File: src/rtl/err_status_pkg.sv
// package: error status word layout, offsets and reset values
package err_status_pkg;
  localparam int STATUS_W = 14;
  localparam int BIT_WEAK_FIELD = 12;
  localparam int BIT_STRONG_FIELD = 11;
  localparam int BIT_BIAS_RANGE = 10;
  localparam int BIT_ANGLE_OVF = 9;
  localparam int BIT_CONV_OVF = 8;
  localparam int BIT_MEAS_BUSY = 4;
  localparam int BIT_BAD_ADDR = 2;
  localparam int BIT_CLK_COUNT = 1;
  localparam int BIT_PARITY = 0;
  localparam logic [13:0] ERROR_STATUS_OFFSET = 14'h335A;
  localparam logic [13:0] ERROR_STATUS_RESET = 14'h0000;
  localparam logic [13:0] ERROR_STATUS_USED_MASK = 14'h1F17;
  localparam int GAIN_W = 6;
  localparam logic [5:0] GAIN_MIN_DEFAULT = 6'h00;
  localparam logic [5:0] GAIN_MAX_DEFAULT = 6'h3F;
endpackage : err_status_pkg

File: src/rtl/sensor_error_status_monitor.sv
// error status word capture for a magnetic angle sensor
`timescale 1ns/1ps
`default_nettype none
// Behaviour
// - Bit 9 is set when the angle calculation inputs are too large for a valid result.
// - Bit 8 is set when field strength exceeds converter range on any Hall element.
// - Bit 8 may also be raised while the power-up offset loop has not yet converged.
// - Bit 4 reads 1 while a position-read command is being processed.
// - Bit 4 returns to 0 when the started measurement completes.
// - Bit 2 is set when a serial access uses an address not in the map.
// - Bit 1 is set when a frame carries the wrong number of clock cycles.
// - Bit 0 is set when the received parity differs from the computed parity.
// - Bit 12 is set at gain level at or above maximum, bit 11 at or below minimum.
// - Bit 10 is set when the Hall bias circuit reaches its headroom limit.
// - A communication fault keeps the error flag set until the error-clear or chip-reset command.
module sensor_error_status_monitor
  import err_status_pkg::*;
#(
  parameter logic [5:0] GAIN_MIN = GAIN_MIN_DEFAULT,
  parameter logic [5:0] GAIN_MAX = GAIN_MAX_DEFAULT
) (
  input wire logic sys_clk_in,
  input wire logic srst_in,
  input wire logic angle_calc_overflow_in,
  input wire logic hall_overrange_in,
  input wire logic offset_loop_settled_in,
  input wire logic meas_start_in,
  input wire logic meas_done_in,
  input wire logic bias_headroom_in,
  input wire logic [5:0] gain_control_level_in,
  input wire logic frame_end_in,
  input wire logic frame_addr_valid_in,
  input wire logic frame_clk_count_ok_in,
  input wire logic frame_parity_ok_in,
  input wire logic error_clear_in,
  input wire logic chip_reset_in,
  output logic [13:0] error_status_out,
  output logic comm_error_flag_out
);
  logic angle_calc_overflow;
  logic converter_overflow;
  logic measurement_in_progress;
  logic bad_address_flag;
  logic clock_count_flag;
  logic parity_flag;
  logic weak_field_alarm;
  logic strong_field_alarm;
  logic bias_range;
  logic comm_clear;
  logic [13:0] next_status;

  assign comm_clear = error_clear_in | chip_reset_in;

  // dsp side flags follow live conditions
  always_ff @(posedge sys_clk_in) begin
    if (srst_in) begin
      angle_calc_overflow <= 1'b0;
      converter_overflow <= 1'b0;
      weak_field_alarm <= 1'b0;
      strong_field_alarm <= 1'b0;
      bias_range <= 1'b0;
    end else begin
      angle_calc_overflow <= angle_calc_overflow_in;
      converter_overflow <= hall_overrange_in | ~offset_loop_settled_in;
      weak_field_alarm <= (gain_control_level_in >= GAIN_MAX);
      strong_field_alarm <= (gain_control_level_in <= GAIN_MIN);
      bias_range <= bias_headroom_in;
    end
  end

  // measurement busy flag
  always_ff @(posedge sys_clk_in) begin
    if (srst_in || chip_reset_in) begin
      measurement_in_progress <= 1'b0;
    end else if (meas_start_in) begin
      measurement_in_progress <= 1'b1;
    end else if (meas_done_in) begin
      measurement_in_progress <= 1'b0;
    end
  end

  // serial fault flags, sticky until error clear or chip reset
  sticky_flag u_bad_addr (
    .sys_clk_in(sys_clk_in),
    .srst_in(srst_in),
    .set_in(frame_end_in & ~frame_addr_valid_in),
    .clear_in(comm_clear),
    .flag_out(bad_address_flag)
  );
  sticky_flag u_clk_count (
    .sys_clk_in(sys_clk_in),
    .srst_in(srst_in),
    .set_in(frame_end_in & ~frame_clk_count_ok_in),
    .clear_in(comm_clear),
    .flag_out(clock_count_flag)
  );
  sticky_flag u_parity (
    .sys_clk_in(sys_clk_in),
    .srst_in(srst_in),
    .set_in(frame_end_in & ~frame_parity_ok_in),
    .clear_in(comm_clear),
    .flag_out(parity_flag)
  );

  // status word assembly, reserved bits zero
  always_comb begin
    next_status = ERROR_STATUS_RESET;
    next_status[BIT_WEAK_FIELD] = weak_field_alarm;
    next_status[BIT_STRONG_FIELD] = strong_field_alarm;
    next_status[BIT_BIAS_RANGE] = bias_range;
    next_status[BIT_ANGLE_OVF] = angle_calc_overflow;
    next_status[BIT_CONV_OVF] = converter_overflow;
    next_status[BIT_MEAS_BUSY] = measurement_in_progress;
    next_status[BIT_BAD_ADDR] = bad_address_flag;
    next_status[BIT_CLK_COUNT] = clock_count_flag;
    next_status[BIT_PARITY] = parity_flag;
    next_status = next_status & ERROR_STATUS_USED_MASK;
  end

  always_ff @(posedge sys_clk_in) begin
    if (srst_in) begin
      error_status_out <= ERROR_STATUS_RESET;
      comm_error_flag_out <= 1'b0;
    end else begin
      error_status_out <= next_status;
      comm_error_flag_out <= bad_address_flag | clock_count_flag | parity_flag;
    end
  end
endmodule : sensor_error_status_monitor
`default_nettype wire

File: src/rtl/sticky_flag.sv
// sticky flag: set wins over clear
`timescale 1ns/1ps
`default_nettype none
module sticky_flag (
  input wire logic sys_clk_in,
  input wire logic srst_in,
  input wire logic set_in,
  input wire logic clear_in,
  output logic flag_out
);
  always_ff @(posedge sys_clk_in) begin
    if (srst_in) begin
      flag_out <= 1'b0;
    end else if (set_in) begin
      flag_out <= 1'b1;
    end else if (clear_in) begin
      flag_out <= 1'b0;
    end
  end
endmodule : sticky_flag
`default_nettype wire

File: config.mk
export PLATFORM = sky130hd
export DESIGN_NAME = sensor_error_status_monitor
export DESIGN_NICKNAME = d
export VERILOG_FILES = /design/src/rtl/err_status_pkg.sv /design/src/rtl/sensor_error_status_monitor.sv /design/src/rtl/sticky_flag.sv
export SDC_FILE = /design/constraint.sdc
export NUM_CORES = 1
export LEC_CHECK = 0
export ABC_AREA = 1
export BUFFER_PORTS_ARGS = -buffer_cell sky130_fd_sc_hd__buf_2
export CORE_MARGIN = 4
export CORE_UTILIZATION = 39
export CTS_BUF_LIST = sky130_fd_sc_hd__clkbuf_16
export CTS_CLUSTER_DIAMETER = 50
export DETAILED_ROUTE_END_ITERATION = 6
export PLACE_DENSITY = 0.68
export SYNTH_ARGS = -nofsm -noshare
export SYNTH_HDL_FRONTEND = slang
export SYNTH_HIERARCHICAL = 1
export SYNTH_SLANG_ARGS = --single-unit
export TNS_END_PERCENT = 30
File: constraint.sdc
create_clock -name sys_clk_in -period 1.2 [get_ports sys_clk_in]
set_input_delay 0.3 -clock sys_clk_in [delete_from_list [all_inputs] [get_ports sys_clk_in]]
set_output_delay 0.3 -clock sys_clk_in [all_outputs]
set_load 0.005 [all_outputs]
==> results of run 1 <==
## metal layers
| metal | track usage | up-vias |
|---|---|---|
| met3 | 0.0392 | 2 |
| li1 | - | 300 |
| met2 | 0.148 | 25 |
| met1 | 0.108 | 223 |
| met4 | 0.0691 | 0 |
| met5 | 0 | - |
## power by group
group | internal, mW | leakage (nW) | switching, mW
combinational | 0.0499 | 0.318 | 0.0534
sequential | 0.655 | 0.156 | 0.00764
clock | 0.442 | 0.0423 | 0.216
## cell type report
type / count / area [um2] / area share
flip-flops and latches: 19 / 380 / 0.414
multi-input cells: 43 / 184 / 0.200
repair buffers: 30 / 153 / 0.166
inverters: 25 / 93.8 / 0.102
clock buffers: 3 / 75.1 / 0.0816
well taps: 24 / 30.0 / 0.0327
clock inverters: 1 / 3.75 / 0.00408
## cell families after synthesis
| group | synth area share |
|---|---|
| compound gates | 0.0597 |
| buf+inv | 0.206 |
| flops | 0.550 |
| other cells | 0.00542 |
| simple gates | 0.179 |
## worst paths after layout
| kind | from | to | slack (ns) | cells after the start |
|---|---|---|---|---|
| min reg2reg | strong_field_alarm$_SDFF_PP0_ | error_status_out[11]$_SDFF_PP0_ | 0.40 | 2 |
| max | error_status_out[4]$_SDFF_PP0_ | error_status_out[4] | 0.24 | 1 |
| max reg2reg | u_clk_count/flag_out$_SDFFE_PP0P_ | comm_error_flag_out$_SDFF_PP0_ | 0.60 | 2 |
| min | offset_loop_settled_in | converter_overflow$_SDFF_PP0_ | 0.23 | 2 |
## registers in the layout (all words and copies together), names as in the netlist
register and flops:
error_status_out 9, angle_calc_overflow 1, bias_range 1, comm_error_flag_out 1
converter_overflow 1, measurement_in_progress 1, strong_field_alarm 1, u_bad_addr/flag_out 1
u_clk_count/flag_out 1, u_parity/flag_out 1, weak_field_alarm 1
## layout by cell type (no fill, tap or decap)
master	netlist	final
a21oi_1	3	3
buf_2	0	29
or2_2	1	1
a21oi_2	3	3
buf_4	5	1
clkbuf_16	0	3
nand3_1	1	1
conb_1	1	5
inv_1	25	26
nand2_1	10	10
dfxtp_1	19	19
nor2_1	20	20
==> results_dict.tcl, run 1 <==
set metrics [dict create \
    utilization 0.577 \
    diodes 0 \
    timing.final.max_slew_violations 0 \
    worstPathMaxFanout 1 \
    synth_ff_type "dfxtp_1" \
    synthTopCellsByCount "inv_1 (25), nor2_1 (20), dfxtp_1 (19), nand2_1 (10), buf_4 (5)" \
    grt_pass1_vias 438 \
    synth_most_common_cell "inv_1" \
    cts_made_buffers 3 \
    post_cts_buffers 0 \
    cts-root-buf "clkbuf_16" \
    irDropWorstVdd_mv 0.690 \
    drt_iter0_drc 7 \
    power_leakage_nw 0.516 \
    hold_violations 0 \
    power.total_mw 1.42 \
    fmax_ghz 1.05 \
    start_util 0.434 \
    drive_above_1_share 0.306 \
    nFillCells 160 \
    end_kind "primary output" \
    drt_wl_total_mm 1.16 \
    syn_area_um2 692 \
    io_buffers 29 \
    antenna_found_initial 0 \
    worstPathRequired_ns 0.90 \
    clkLatencyLatePin_ns 0.25 \
    wl_met2_um 523 \
    worst_path_max_delay_cell "dfxtp_1" \
    hold_ws_ns 0.232 \
    synth_warnings 6 \
    final_nets 142 \
    synth.distinct_cells 11 \
    synthesis.instances 89 \
    hold_buffers 0 \
    avgSynthCellArea_um2 7.77 \
    num_rows 14 \
    area_growth_pct 32.9 \
    period_needed_ns 0.956 \
    viasPerCell 3.79 \
    num_vias 550 \
    htreeDepth 1 \
    critical_path_class "reg2out" \
    rsz0062_at_grt "no" \
    fin_tns_setup_ns 0 \
    placedInstanceArea_um2 841 \
    routed-wl-met3_um 138 \
    finClkSkew_ns 0.00244 \
    synth-async-reset-ratio 0 \
    die_x_um 50.1 \
    ctsLongestPathBuffers 2 \
    remaining_drc_errors 0 \
    synth_seq_cells 19 \
    drv_cap 0 \
    critPathMaxStageDelay_ns 0.30 \
    worstSetupStartpointType "flop" \
    yosysTopAreaCell "dfxtp_1" \
    pin_count 35 \
    ys_top_cells_by_area "dfxtp_1 (55%), inv_1 (14%), nor2_1 (11%)" \
    grt_pass1_wl_mm 1.84 \
    design.core.area_mm2 0.00159 \
    antenna_left 0 \
    ys_seq_area_frac 0.550 \
    dp_hpwl_um 881 \
    wl_per_cell_um 7.98 \
    track_usage 0.0966 \
    min_path_type "in2reg" \
    cts.repair.resized 0 \
    layout.cells.non_filler 145 \
    final-setup-viol-count 0 \
    outcome "finished clean" \
    setup_slack_ns 0.244 \
    worstPathArrival_ns 0.66 \
    power.density_mw_per_mm2 1550 \
    clkTransAtPathRegs_ns 0.05 \
    grt_max_degree 13 \
    die_y_um 50.1 \
    crit_family "flip-flops" \
    path_cells "buf_2" \
    final.period_utilization 0.797 \
    dr.pass1.iters 4 \
    clock-sinks 19 \
    yosysTopAreaCellShare 0.550 \
    fp.dieArea_mm2 0.00251 \
    fin_area_um2 920 \
    wl_met1_um 481 \
    place_worst_setup_slack_ns 0.213 \
    grt-ovfl-total 0 \
    cts_tree "done" \
    worst-path-buf-inv 1 \
    numPlacedInstances 141 \
    gp_congestion 0.716 \
    synth-edff-count 0 \
    highest_layer "met4" \
]
Note: power is estimated with default switching activity, not from simulation.
==> run 2: changes to the inputs <==
- ABC_AREA: 1 -> 0
- PLACE_DENSITY: 0.68 -> 0.69
- clock period: 1.2 -> 0.9 ns (I/O delays scaled with it)
==> run 2 against run 1 <==
The run now ends with negative setup slack left; critical endpoint is now comm_error_flag_out$_SDFF_PP0_; area after synthesis down 6.7%; first-iteration DRC count down 57%; combinational power up 44%; worst setup slack worse by 0.26 ns; critical path type is now reg2reg; cell area up 1.4%; total power up 33%.
==> results_dict.tcl, run 2 <==
set metrics [dict create \
    path_cells "nor2b_4, or3_1" \
    combPwrFrac 0.078 \
    power.total_mw 1.90 \
    dr.pass1.iters 3 \
    design.core.area_mm2 0.00154 \
    r2r_end "comm_error_flag_out$_SDFF_PP0_" \
    rsz0062_at_grt "yes" \
    worstSetupStartpointType "flop" \
    place_worst_setup_slack_ns -0.182 \
    finClkSkew_ns 0.00183 \
    dp_hpwl_um 880 \
    r2r_setup_slack_ns -0.02 \
    critPathMaxStageDelay_ns 0.36 \
    min_path_type "in2reg" \
    power_switching_mw 0.348 \
    grt_pass1_wl_mm 1.75 \
    fp.dieArea_mm2 0.00237 \
    drive_above_1_share 0.515 \
    cts-root-buf "clkbuf_16" \
    layout_common_cells "buf_2 (28), dfxtp_1 (14), nor2b_1 (13)" \
    io_buffers 29 \
    routed-wl-met3_um 123 \
    synthTopCellsByCount "dfxtp_1 (19), nor2b_1 (15), buf_4 (5), inv_1 (4)" \
    avgSynthCellArea_um2 10.6 \
    final.period_utilization 1.02 \
    synth_ff_type "dfxtp_1" \
    worstPathMaxFanout 2 \
    worst_path_max_delay_cell "or3_1" \
    irDropWorstVdd_mv 0.782 \
    remaining_drc_errors 0 \
    wl_met2_um 533 \
    timing.final.max_slew_violations 0 \
    synthesis.instances 61 \
    rr_worst_depth 2 \
    p_int_mw 1.55 \
    grt-ovfl-total 0 \
    antenna_found_initial 0 \
    worstHoldPathCells 2 \
    largest_reg_flops 9 \
    power.density_mw_per_mm2 2040 \
    gp_congestion 0.666 \
    hold_violations 0 \
    num_vias 468 \
    ys_top_cells_by_area "dfxtp_1 (59%), nor2b_1 (15%), buf_4 (5.8%)" \
    hold_buffers 0 \
    crit_cells 2 \
    viasPerCell 4.14 \
    synth_warnings 6 \
    p_seq_frac 0.466 \
    p_clk_frac 0.456 \
    ctsLongestPathBuffers 2 \
    yosysTopAreaCellShare 0.589 \
    die_y_um 48.7 \
    cts_tree "done" \
    synth.distinct_cells 17 \
    outcome "complete, but fails checks" \
    holdPathEnd "strong_field_alarm$_SDFF_PP0_" \
    crit_family "simple AND/OR/NAND/NOR gates" \
    fmax_ghz 1.09 \
    sw_frac_of_total 0.183 \
    top_register "error_status_out" \
    failed_checks "negative setup slack" \
    final-setup-viol-count 1 \
    synth-async-reset-ratio 0 \
    setup_slack_ns -0.0197 \
    num_rows 14 \
    synth_seq_cells 19 \
    grt_pass1_vias 411 \
    drt_wl_total_mm 1.16 \
    die_x_um 48.7 \
    fin_tns_setup_ns -0.0197 \
    highest_layer "met4" \
    utilization 0.605 \
    period_needed_ns 0.920 \
    grt_max_degree 11 \
    area_growth_pct 44.4 \
    synth-edff-count 0 \
    pin_count 35 \
    final_nets 118 \
    clkLatencyLatePin_ns 0.24 \
    wl_met1_um 471 \
    power_leakage_nw 0.447 \
    diodes 0 \
    worstPathArrival_ns 1.05 \
    worst-path-buf-inv 0 \
    htreeDepth 1 \
    track_usage 0.101 \
    clock-sinks 19 \
    layout_commonest_cell "buf_2" \
    syn_area_um2 646 \
    drv_cap 0 \
    hold_path_startpoint "gain_control_level_in[4]" \
    yosysTopAreaCell "dfxtp_1" \
    wl_per_cell_um 10.2 \
    synth_most_common_cell "dfxtp_1" \
    critical_path_class "reg2reg" \
    end_kind "flop" \
    cts_made_buffers 3 \
    r2r-start "u_bad_addr/flag_out$_SDFFE_PP0P_" \
    clkTransAtPathRegs_ns 0.05 \
    worstPathRequired_ns 1.03 \
    start_util 0.419 \
    ys_seq_area_frac 0.589 \
    antenna_left 0 \
    drt_iter0_drc 3 \
]
-- run 2: cell types whose count changed after synthesis, sizes merged, moves of 2 or more --
cell | before | now
a21oi | 6 | 4
nand2b | 0 | 3
inv | 25 | 4
nand2 | 10 | 0
nor2 | 20 | 2
nor2b | 0 | 15
-- run 2: cells by family after synthesis --
logic type,share of synthesized area
buffers and inverters,0.0872
AO/OA/AOI/OAI,0.0601
flip-flops,0.589
other,0.00581
AND/OR/NAND/NOR,0.258
-- run 2: worst max path at each step --
| stage | startpoint | slack [ns] | to |
|---|---|---|---|
| after floorplan | gain_control_level_in[3] | -0.04 | strong_field_alarm$_SDFF_PP0_ |
| after global placement | gain_control_level_in[3] | -0.16 | strong_field_alarm$_SDFF_PP0_ |
| after detailed placement | gain_control_level_in[3] | -0.18 | strong_field_alarm$_SDFF_PP0_ |
| after CTS | u_clk_count/flag_out$_SDFFE_PP0P_ | -0.02 | comm_error_flag_out$_SDFF_PP0_ |
| after global routing | u_bad_addr/flag_out$_SDFFE_PP0P_ | -0.05 | comm_error_flag_out$_SDFF_PP0_ |
| final | u_bad_addr/flag_out$_SDFFE_PP0P_ | -0.02 | comm_error_flag_out$_SDFF_PP0_ |
-- run 2: power groups by stage --
stage	Sequential (mW)	Clock [mW]	Combinational, mW
floorplan	0.901	0	0.0677
global placement	0.898	0	0.135
detailed placement	0.900	0	0.138
CTS	0.883	0.891	0.145
global route	0.887	0.926	0.163
finish	0.885	0.866	0.148
-- run 2: final cells by class --
type	instances	area, um2
clock buffer	3	75.1
fill	147	609
tap	16	20.0
timing repair buffer	34	189
clock inverter	1	3.75
inverter	4	15.0
multi-input combinational	36	243
sequential	19	387
-- run 2: layer usage --
metal | track usage | vias to the layer above
li1 | - | 253
met1 | 0.100 | 189
met2 | 0.154 | 24
met3 | 0.0429 | 2
met4 | 0.0942 | 0
met5 | 0 | -
-- run 2: timing repair --
action,CTS,global route
setup buffers,1,0
setup endpoints to repair,1,6
pin swaps,1,1
gates resized for setup,3,7
-- run 2: per-stage QoR --
step	cell area, um2	hold WS, ns	cells
after detailed placement	818	0.412	108
after global placement	818	0.407	108
after floorplan	664	0.287	65
after global routing	932	0.151	113
after CTS	913	0.154	113
final	932	0.158	113
